[src/design/tdi_regs.vh]
`ifndef TDI_REGS_VH
`define TDI_REGS_VH
// ----------------------------------------
// Register byte addresses
// ----------------------------------------
`define TDI_CTRL_ADDR      8'h00
`define TDI_STATUS_ADDR    8'h04
`define TDI_FLOW_ADDR      8'h08
// ----------------------------------------
// Control fields
// ----------------------------------------
`define TDI_CTRL_EXT_BIT   0
`define TDI_CTRL_RXINV_BIT 1
`define TDI_CTRL_LOOP_BIT  2
`define TDI_CTRL_CLRPH_BIT 3
`define TDI_CTRL_RST       4'h0
// ----------------------------------------
// Status fields
// ----------------------------------------
`define TDI_STAT_TXRISE_BIT 0
`define TDI_STAT_EXT_BIT    1
`define TDI_STAT_RXINV_BIT  2
`define TDI_STAT_LOOP_BIT   3
// ----------------------------------------
// Data flow fields
// ----------------------------------------
`define TDI_FLOW_CTS_BIT   0
`define TDI_FLOW_DSR_BIT   1
`define TDI_FLOW_CD_BIT    2
`define TDI_FLOW_RTS_BIT   4
`define TDI_FLOW_DTR_BIT   5
`define TDI_FLOW_RST       3'h0
// ----------------------------------------
// Timing
// ----------------------------------------
`define TDI_CLK_NS         25
`define TDI_GUARD_NS       12
`define TDI_GUARD_CYC      (((`TDI_GUARD_NS) + (`TDI_CLK_NS) - 1) / (`TDI_CLK_NS))
`endif

[src/design/tdi_top.v]
`timescale 1ns/1ps
`default_nettype none
`include "tdi_regs.vh"
// Function
// (RQ1) Internal timing: retime on own transmit clock
// (RQ2) DTE centres data on transmit clock fall
// (RQ3) Near-fall transition moves retiming to rising edge
// (RQ4) External timing uses DTE terminal timing clock
// (RQ5) External timing defaults to terminal clock fall
// (RQ6) Near terminal-clock fall: use rising edge
// (RQ7) Drive receive clock, data synchronous to it
// (RQ8) Internal receive clock falls mid data bit
// (RQ9) Receive retiming rising normal, falling inverted
// (RQ10) Read/write control register configures interface
// (RQ11) Read-only status register shows interface state
// (RQ12) Flow register drives CTS/DSR/CD, reads RTS/DTR
// (RQ13) RTS state readable in flow register
// (RQ14) DTR state readable in flow register
// (RQ15) CTS off after reset until set
// (RQ16) DSR, carrier detect off until set
// (RQ17) Chosen edge holds until next near-edge transition; code holds the rising edge until a clear bit write or mode change
// (RQ18) Control bit loops transmit data to receive
module tdi_top (
    // Clock and reset
    input  wire        clock,
    input  wire        reset_n,
    // Wishbone slave
    input  wire        wb_cyc_i,
    input  wire        wb_stb_i,
    input  wire        wb_we_i,
    input  wire [7:0]  wb_adr_i,
    input  wire [3:0]  wb_sel_i,
    input  wire [31:0] wb_dat_i,
    output reg  [31:0] wb_dat_o,
    output reg         wb_ack_o,
    // Transmit side pins
    input  wire        transmit_data_in,
    input  wire        dte_terminal_timing_clock,
    output wire        dce_transmit_clock,
    // Internal transmit side
    input  wire        tx_clock_gen,
    output reg         tx_data_out,
    output reg         tx_bit_strobe,
    // Receive side
    input  wire        internal_receive_clock,
    input  wire        rx_data_in,
    output wire        recovered_receive_clock_out,
    output reg         rx_data_out,
    // Control lines
    input  wire        rts_in,
    input  wire        dtr_in,
    output wire        cts_out,
    output wire        dsr_out,
    output wire        carrier_detect_out
);
    // ----------------------------------------
    // Input synchronisers
    // ----------------------------------------
    reg  [6:0] sync1_ff;
    reg  [6:0] sync2_ff;
    reg  [1:0] last_ff;
    always @(posedge clock) begin
        if (!reset_n) begin
            sync1_ff <= 7'h00;
            sync2_ff <= 7'h00;
        end else begin
            sync1_ff <= {dtr_in, rts_in, rx_data_in, internal_receive_clock,
                         transmit_data_in, dte_terminal_timing_clock, tx_clock_gen};
            sync2_ff <= sync1_ff;
        end
    end
    wire st_s   = sync2_ff[0];
    wire tt_s   = sync2_ff[1];
    wire sd_s   = sync2_ff[2];
    wire rxc_s  = sync2_ff[3];
    wire rxd_s  = sync2_ff[4];
    wire rts_s  = sync2_ff[5];
    wire dtr_s  = sync2_ff[6];

    // ----------------------------------------
    // Registers
    // ----------------------------------------
    reg  [3:0] ctrl_ff;
    reg  [2:0] flow_ff;
    reg        sd_last_ff;
    wire       wb_req   = wb_cyc_i & wb_stb_i & ~wb_ack_o;
    // Writes land on the edge that completes the cycle, with ack high
    wire       wr_en    = wb_cyc_i & wb_stb_i & wb_ack_o & wb_we_i & wb_sel_i[0];
    wire       ext_mode = ctrl_ff[`TDI_CTRL_EXT_BIT];
    wire       rx_inv   = ctrl_ff[`TDI_CTRL_RXINV_BIT];
    wire       loop_en  = ctrl_ff[`TDI_CTRL_LOOP_BIT];
    wire       clr_ph   = wr_en && (wb_adr_i == `TDI_CTRL_ADDR)
                          && wb_dat_i[`TDI_CTRL_CLRPH_BIT];
    wire       use_rise;

    // Transmit clock source: own clock or DTE terminal timing
    wire tclk_s = ext_mode ? tt_s : st_s;                 // [RQ1] [RQ4]
    assign dce_transmit_clock = tx_clock_gen;             // [RQ1]

    // Edge events in the sampled domain
    wire tclk_fall = last_ff[0] & ~tclk_s;
    wire tclk_rise = ~last_ff[0] & tclk_s;
    wire rxc_fall  = last_ff[1] & ~rxc_s;
    wire rxc_rise  = ~last_ff[1] & rxc_s;
    wire sd_edge   = sd_last_ff ^ sd_s;
    always @(posedge clock) begin
        if (!reset_n) begin
            last_ff    <= 2'h0;
            sd_last_ff <= 1'b0;
        end else begin
            last_ff    <= {rxc_s, tclk_s};
            sd_last_ff <= sd_s;
        end
    end

    // ----------------------------------------
    // Phase correction monitor
    // ----------------------------------------
    // Mode change restarts at the default falling edge
    wire mode_chg = wr_en && (wb_adr_i == `TDI_CTRL_ADDR)
                    && (wb_dat_i[`TDI_CTRL_EXT_BIT] != ext_mode);
    tdi_edge_mon #(
        .GUARD       (`TDI_GUARD_CYC)
    ) u_mon (
        .clock       (clock),
        .reset_n     (reset_n),
        .fall_evt    (tclk_fall),
        .data_evt    (sd_edge),
        .clear       (clr_ph | mode_chg),
        .use_rise_ff (use_rise)
    );

    // ----------------------------------------
    // Transmit retiming
    // ----------------------------------------
    // Default falling edge; rising only when monitor demands it
    wire tx_take = use_rise ? tclk_rise : tclk_fall;      // [RQ3] [RQ5] [RQ6]
    always @(posedge clock) begin
        if (!reset_n) begin
            tx_data_out   <= 1'b0;
            tx_bit_strobe <= 1'b0;
        end else begin
            tx_bit_strobe <= tx_take;
            if (tx_take)
                tx_data_out <= sd_s;                      // [RQ2] [RQ4]
        end
    end

    // ----------------------------------------
    // Receive path
    // ----------------------------------------
    // Data sampled mid bit at falling edge of internal receive clock
    reg  rx_mid_ff;
    always @(posedge clock) begin
        if (!reset_n)
            rx_mid_ff <= 1'b0;
        else if (rxc_fall)
            rx_mid_ff <= loop_en ? tx_data_out : rxd_s;   // [RQ8] [RQ18]
    end
    // Normal retimes on rising edge, inverted on falling edge
    always @(posedge clock) begin
        if (!reset_n)
            rx_data_out <= 1'b0;
        else if (rx_inv ? rxc_fall : rxc_rise)
            rx_data_out <= loop_en ? tx_data_out : rx_mid_ff; // [RQ9] [RQ18]
    end
    // Clock delayed by the synchroniser so data and clock stay aligned
    reg rt_ff;
    always @(posedge clock) begin
        if (!reset_n)
            rt_ff <= 1'b0;
        else
            rt_ff <= rxc_s;                               // [RQ7]
    end
    assign recovered_receive_clock_out = rt_ff;           // [RQ7]

    // ----------------------------------------
    // Register writes
    // ----------------------------------------
    always @(posedge clock) begin
        if (!reset_n) begin
            ctrl_ff <= `TDI_CTRL_RST;
            flow_ff <= `TDI_FLOW_RST;                     // [RQ15] [RQ16]
        end else if (wr_en) begin
            if (wb_adr_i == `TDI_CTRL_ADDR)
                ctrl_ff <= {1'b0, wb_dat_i[2:0]};         // [RQ10]
            if (wb_adr_i == `TDI_FLOW_ADDR)
                flow_ff <= wb_dat_i[2:0];                 // [RQ12]
        end
    end
    assign cts_out            = flow_ff[`TDI_FLOW_CTS_BIT];  // [RQ12] [RQ15]
    assign dsr_out            = flow_ff[`TDI_FLOW_DSR_BIT];  // [RQ16]
    assign carrier_detect_out = flow_ff[`TDI_FLOW_CD_BIT];   // [RQ16]

    // ----------------------------------------
    // Register reads and acknowledge
    // ----------------------------------------
    // One wait-free ack cycle; unmapped addresses ack with zero data
    reg [31:0] nxt_rdata;
    always @* begin
        nxt_rdata = 32'h0000_0000;
        case (wb_adr_i)
            `TDI_CTRL_ADDR:   nxt_rdata = {29'h0000_0000, ctrl_ff[2:0]};
            `TDI_STATUS_ADDR: nxt_rdata = {28'h000_0000, loop_en, rx_inv,
                                           ext_mode, use_rise};       // [RQ11]
            `TDI_FLOW_ADDR:   nxt_rdata = {26'h000_0000, dtr_s, rts_s,
                                           1'b0, flow_ff};            // [RQ13] [RQ14]
            default:          nxt_rdata = 32'h0000_0000;
        endcase
    end
    always @(posedge clock) begin
        if (!reset_n) begin
            wb_ack_o <= 1'b0;
            wb_dat_o <= 32'h0000_0000;
        end else begin
            wb_ack_o <= wb_req;
            if (wb_req && !wb_we_i)
                wb_dat_o <= nxt_rdata;
        end
    end
endmodule // tdi_top
`default_nettype wire

[src/design/tdi_edge_mon.v]
`timescale 1ns/1ps
`default_nettype none
// Phase monitor: watches data transitions near the clock falling edge
// and latches the retiming edge choice until it is cleared.
module tdi_edge_mon #(
    parameter GUARD = 1
) (
    // Clock and reset
    input  wire clock,
    input  wire reset_n,
    // Events, same clock domain
    input  wire fall_evt,
    input  wire data_evt,
    input  wire clear,
    // Choice
    output reg  use_rise_ff
);
    reg  [3:0] since_fall_ff;
    reg  [3:0] since_data_ff;
    reg        nxt_use_rise;
    // ----------------------------------------
    // Distance from the last falling edge
    // ----------------------------------------
    always @(posedge clock) begin
        if (!reset_n)
            since_fall_ff <= 4'hf;
        else if (fall_evt)
            since_fall_ff <= 4'h0;
        else if (since_fall_ff != 4'hf)
            since_fall_ff <= since_fall_ff + 4'h1;
    end
    // Distance from the last data transition, for edges just before a fall
    always @(posedge clock) begin
        if (!reset_n)
            since_data_ff <= 4'hf;
        else if (data_evt)
            since_data_ff <= 4'h0;
        else if (since_data_ff != 4'hf)
            since_data_ff <= since_data_ff + 4'h1;
    end
    // Near-edge transition moves to rising edge; it sticks so the choice
    // does not chatter bit by bit
    always @* begin
        nxt_use_rise = use_rise_ff;
        if (clear)
            nxt_use_rise = 1'b0;
        // Guard window applies on both sides of the falling edge
        if (data_evt && (fall_evt || since_fall_ff < GUARD[3:0]))
            nxt_use_rise = 1'b1;                      // [RQ3] [RQ6] [RQ17]
        if (fall_evt && since_data_ff < GUARD[3:0])
            nxt_use_rise = 1'b1;                      // [RQ3] [RQ6]
    end
    always @(posedge clock) begin
        if (!reset_n)
            use_rise_ff <= 1'b0;
        else
            use_rise_ff <= nxt_use_rise;
    end
endmodule // tdi_edge_mon
`default_nettype wire

[config.mk]
export PLATFORM = sky130hd
export DESIGN_NAME = tdi_top
export DESIGN_NICKNAME = d
export VERILOG_FILES = /design/src/design/tdi_top.v /design/src/design/tdi_edge_mon.v
export VERILOG_INCLUDE_DIRS = /design/src /design/src/design
export SDC_FILE = /design/constraint.sdc
export NUM_CORES = 1
export LEC_CHECK = 0
export BUFFER_PORTS_ARGS = -buffer_cell sky130_fd_sc_hd__buf_2
export CORE_ASPECT_RATIO = 0.9
export CORE_UTILIZATION = 40
export CTS_BUF_LIST = sky130_fd_sc_hd__clkbuf_4 sky130_fd_sc_hd__clkbuf_8
export DETAILED_ROUTE_END_ITERATION = 10
export GPL_TIMING_DRIVEN = 0
export PLACE_DENSITY = 0.71
export SYNTH_ARGS = -nofsm -noshare
export SYNTH_HDL_FRONTEND = slang
export SYNTH_SLANG_ARGS = --single-unit
[constraint.sdc]
create_clock -name clock -period 1.6 [get_ports clock]
set_input_delay 0.08 -clock clock [delete_from_list [all_inputs] [get_ports clock]]
set_output_delay 0.08 -clock clock [all_outputs]
set_load 0.01 [all_outputs]
## Word level (Yosys, flattened, before mapping)

Index checks and enable logic that the tools add are counted.

| storage, ports and cells | value |
|---|---|
| bits in registers | 70 |
| bits of input ports | 56 |
| output and inout bits | 41 |
| logic and storage cells | 68 |

| cells by class | value |
|---|---|
| add/subtract/negate cells | 2 |
| $lt $le $gt $ge | 2 |
| eq/ne operators | 5 |
| mux-type cells | 13 |
| bitwise logic cells | 16 |
| reductions and logical operators | 14 |

Operators with widths:

| kind | number |
|---|---|
| $pmux W6 S3 | 1 |
| $mux W4 | 4 |
| $and A1 B1 Y1 | 9 |
| $add A4 B1 Y4 const B | 2 |
| $eq A8 B3 Y1 const B | 1 |
| $eq A8 B4 Y1 const B | 1 |
| $logic_not A8 Y1 | 1 |
| $lt A4 B1 Y1 const B | 2 |
| $mux W1 | 8 |
| $ne A4 B4 Y1 const B | 2 |
| $logic_and A1 B1 Y1 | 6 |
| $not A1 Y1 | 5 |
| $reduce_and A2 Y1 | 2 |
| $reduce_bool A2 Y1 | 2 |
| $reduce_bool A3 Y1 | 1 |
| $logic_not A1 Y1 | 1 |
| $logic_or A1 B1 Y1 | 1 |
| $ne A1 B1 Y1 | 1 |
| $or A1 B1 Y1 | 1 |
| $xor A1 B1 Y1 | 1 |

## Logic depth before layout (Yosys ltp)

| depth | value |
|---|---|
| depth after elaboration | 10 |
| mapped depth | 5 |

## Hierarchy

A second synthesis with hierarchy kept.

| second synthesis, totals | value |
|---|---|
| cells, all modules | 206 |
| area, all modules | 2025.7 um2 |

By module, submodules not included:

| module | times used | cells each | area an instance (um2) | seq. area each (um2) |
|---|---|---|---|---|
| tdi_top | 1 | 157 | 1577.8 | 680.7 |
| tdi_edge_mon | 1 | 49 | 447.9 | 180.2 |

## Worst setup path before layout

No wires, ideal clock.

| timing | value |
|---|---|
| kind | reg-to-reg |
| start | register ctrl_ff[0] |
| end | register tx_bit_strobe |
| library setup time | 0.116 ns |
| arrival | 1.133 ns |
| setup slack | 0.351 ns |
| cell stages (with the launch flop) | 5 |
| buffers on the path | 0 |
| clock period less this slack | 1.249 ns |
| cells stage by stage | dfxtp_1 > mux2i_1 > nor2_1 > mux2_2 > and2_2 |

| between the ends | value |
|---|---|
| cells in the longest elaborated chain, start to end | 4 |
| elaborated cells between the ends (all ways) | 5 |
| those cells by class | mux: 2; bitwise: 3 |

RTL lines:

| item | line | text |
|---|---|---|
| start, declared | tdi_top.v:83 | `reg [3:0] ctrl_ff;` |
| start signal, assigned | tdi_top.v:182 | `` ctrl_ff <= `TDI_CTRL_RST; `` |
| start signal, assigned | tdi_top.v:186 | `ctrl_ff <= {1'b0, wb_dat_i[2:0]};` |
| $mux W1 (*) | tdi_top.v:97 | `wire tclk_s = ext_mode ? tt_s : st_s;` |
| $not A1 Y1 | tdi_top.v:101 | `wire tclk_fall = last_ff[0] & ~tclk_s;` |
| $and A1 B1 Y1 | tdi_top.v:101 |  |
| $mux W1 (*) | tdi_top.v:137 | `wire tx_take = use_rise ? tclk_rise : tclk_fall;` |
| end signal, assigned | tdi_top.v:143 | `tx_bit_strobe <= tx_take;` |
| end, declared | tdi_top.v:43 | `output reg tx_bit_strobe,` |

Every way passes the cells marked *; elsewhere a longest branch is shown, timed or not.
A chain may end at the register's enable or synchronous reset.

## Final worst setup path

Same ends and word-level chain as after synthesis.

==> summary.txt <==
Global routing
  • Largest net degree at the start of global routing: 14
  • Gr ovfl total: 0
  • Global-route wire length before repair: 5730 um
  • GR Util All Layers: 0.147
  • Initial antenna violation count: 0
  • Vias in the first global route: 1270

Setup path
  • Crit Path Max Fanout: 5
  • CP Launch Type: register
  • R2R cell count: 4
  • RR Startpoint: ctrl_ff[0]
  • Reg2reg end: tx_bit_strobe
  • Worst R2R Setup Slack: 240 ps
  • Crit-path slowest cell: dfxtp_1
  • Worst path max stage delay: 440 ps
  • Required time of the critical path: 1790 ps
  • CP Capture Type: register
  • Crit path kind: reg -> reg
  • CP arrival: 1550 ps
  • Crit-path cells: mux2i_1 -> nor2_1 -> mux2_2 -> and2_2

Power and ir drop
  • Final Total Pwr: 2.71 mW
  • Cell area power density: 1070 mW/mm2
  • Leak: 1.23 nW
  • Worst vdd ir: 804 uV

Layout
  • Nets: 343
  • Fraction of layout cells with a size suffix above 1: 0.275
  • ANT cells: 0
  • Finished Cell Area: 0.00252 mm2
  • Area growth, synth to finish: 27.5%
  • Most frequent cells in the layout: 43 x dfxtp_1, 37 x buf_2, 27 x buf_4, 26 x conb_1
  • Most common cell after layout, fill and taps aside: dfxtp_1
  • Layout Cells excl Fill: 346

Drt
  • Via Count: 1532
  • Vias per cell: 4.43
  • Drt wl/cell: 10.5 um
  • Remaining DRCs: 0
  • Routed Antenna Nets: 0
  • 1st-iter DRT viols: 84
  • TritonRoute pass-1 iters: 4
  • DRT Wirelength: 3630 um

Yosys
  • Ys Warns: 0
  • Fraction of registers with async set/reset: 0
  • Sequential share of the synthesized area: 0.435
  • Synthesized flop and latch total: 43
  • Cell area after synthesis: 0.00198 mm2
  • Synth unique cells: 37
  • Mapped Cells: 207
  • Top FF cell, synth: dfxtp_1
  • Synth Area per Inst: 9.57 um2
  • Number of synthesized flops with an enable pin: 0

Clock tree
  • Max clock buf depth: 2
  • Post-cts resize count: 0
  • Root buffer cell: clkbuf_8
  • TritonCTS clock tree: built
  • CTS HTree Levels: 2
  • CTS sink count: 43
  • Clock Latency Late Sink: 300 ps
  • Cts bufs inserted: 5
  • Reg clk slew, reported paths: 80 ps

Min path
  • Hold path depth: 3
  • Hold crit path type: in -> reg
  • Min-delay src: wb_dat_i[1]
  • Worst Hold Endpoint: flow_ff[1]

Place
  • Placed Cells: 331
  • DP Wirelength: 2740 um
  • Placement Setup Slack: 237 ps
  • Placed Instance Area: 0.00234 mm2
  • GP Congestion: 0.747
  • Input/output buffers: 37

Run
  • Max cap viols: 0

STA
  • Setup ws final: 243 ps
  • Slew Viols, Final: 0
  • RSZ-0062 raised after global routing: no
  • Setup TNS: 0 ps
  • Final Hold Vio Count: 0
  • Final period util: 0.848
  • Setup violations, final: 0
  • Min Tclk post-route: 1360 ps
  • Setup Skew: 2.83 ps
  • F_max: 737 MHz

Run status
  • Outcome: finished, final reports clean

Floorplanning
  • Starting Density: 0.430
  • CORE AREA: 0.00460 mm2
  • I/O Pins: 97
  • Row count: 23
  • Die area: 0.00524 mm2
  • Die X: 76.2 um
  • Die Ht: 68.8 um
[cells in the mapped netlist (all sizes together), types with 2 or more instances]
master	n	area, um2
nor3b	3	22.5
clkbuf	6	22.5
a31oi	2	12.5
mux2i	17	170
nor3	2	10.0
nand2b	3	18.8
nand3b	2	15.0
and2	18	116
buf	28	214
xnor2	2	17.5
nand2	12	45.0
a32o	3	30.0
inv	5	18.8
o21ai	17	85.1
nor2b	9	56.3
nor2	5	18.8
ha	4	50.1
xor2	2	17.5
a21boi	4	30.0
dfxtp	43	861
nand3	6	30.0
nand4	2	12.5
[sequential cells by signal (all words and copies together) (netlist names)]
signal and cells:
u_mon.since_fall_ff 4, rx_mid_ff 1, sync1_ff 7, u_mon.use_rise_ff 1, ctrl_ff 3, rx_data_out 1, wb_ack_o 1, tx_data_out 1
wb_dat_o 6, flow_ff 3, tx_bit_strobe 1, sd_last_ff 1, last_ff 2, sync2_ff 7, u_mon.since_data_ff 4
[critical path, delay by kind of cell, from the launching register on]
kind | cells | cell delay (ps)
muxes | 2 | 560
DFF | 1 | 440
and+or+nand+nor | 2 | 250
[power by group]
part	switching [mW]	internal [mW]
clock	0.357	0.505
sequential	0.0955	1.17
combinational	0.268	0.315
[cell type report]
| class | instances | area (um2) |
|---|---|---|
| plain buffers | 34 | 236 |
| clock inverters | 2 | 35.0 |
| fillers | 451 | 2080 |
| multi-input cells | 150 | 958 |
| clock buffers | 6 | 82.6 |
| inverters | 5 | 18.8 |
| repair buffers | 44 | 255 |
| flip-flops and latches | 43 | 861 |
| well taps | 62 | 77.6 |
[kinds of logic after synthesis]
family,count (synthesis),synth area share
buffers and inverters,39,0.129
other,1,0.00189
AO/OA/AOI/OAI,28,0.0859
adder cells (fa/ha/maj),4,0.0253
multiplexers,18,0.0916
flip-flops,43,0.435
XOR/XNOR,4,0.0177
AND/OR/NAND/NOR,70,0.214
[metrics by stage]
stage / utilization / hold WS (ps)
final: 0.548 / 56.5
after CTS: 0.548 / 50.2
after global routing: 0.548 / 66.1
after global placement: 0.508 / 286
after detailed placement: 0.508 / 289
after floorplan: - / 207
[worst max-delay path by stage]
stage | start | endpoint | slack, ps
after floorplan | ctrl_ff[0] | tx_bit_strobe | 350
after global placement | wb_adr_i[1] | u_mon.use_rise_ff | 240
after detailed placement | ctrl_ff[0] | tx_bit_strobe | 240
after CTS | ctrl_ff[0] | tx_bit_strobe | 220
after global routing | ctrl_ff[0] | tx_bit_strobe | 100
final | ctrl_ff[0] | tx_bit_strobe | 240
[per-layer routing]
metal / up-vias / part of all wire / GRT usage
met5: - / 0 / 0
met4: 0 / 0.015 / 0.0938
met3: 5 / 0.062 / 0.0461
met2: 51 / 0.45 / 0.239
met1: 674 / 0.47 / 0.175
li1: 802 / - / -
[timing repair]
item                                   CTS  global route
endpoints found under the hold margin    7             0
hold buffers                             7             0
setup endpoints to repair                0             0
buffers inserted                         0             0
Note: power is estimated with default switching activity, not from simulation.
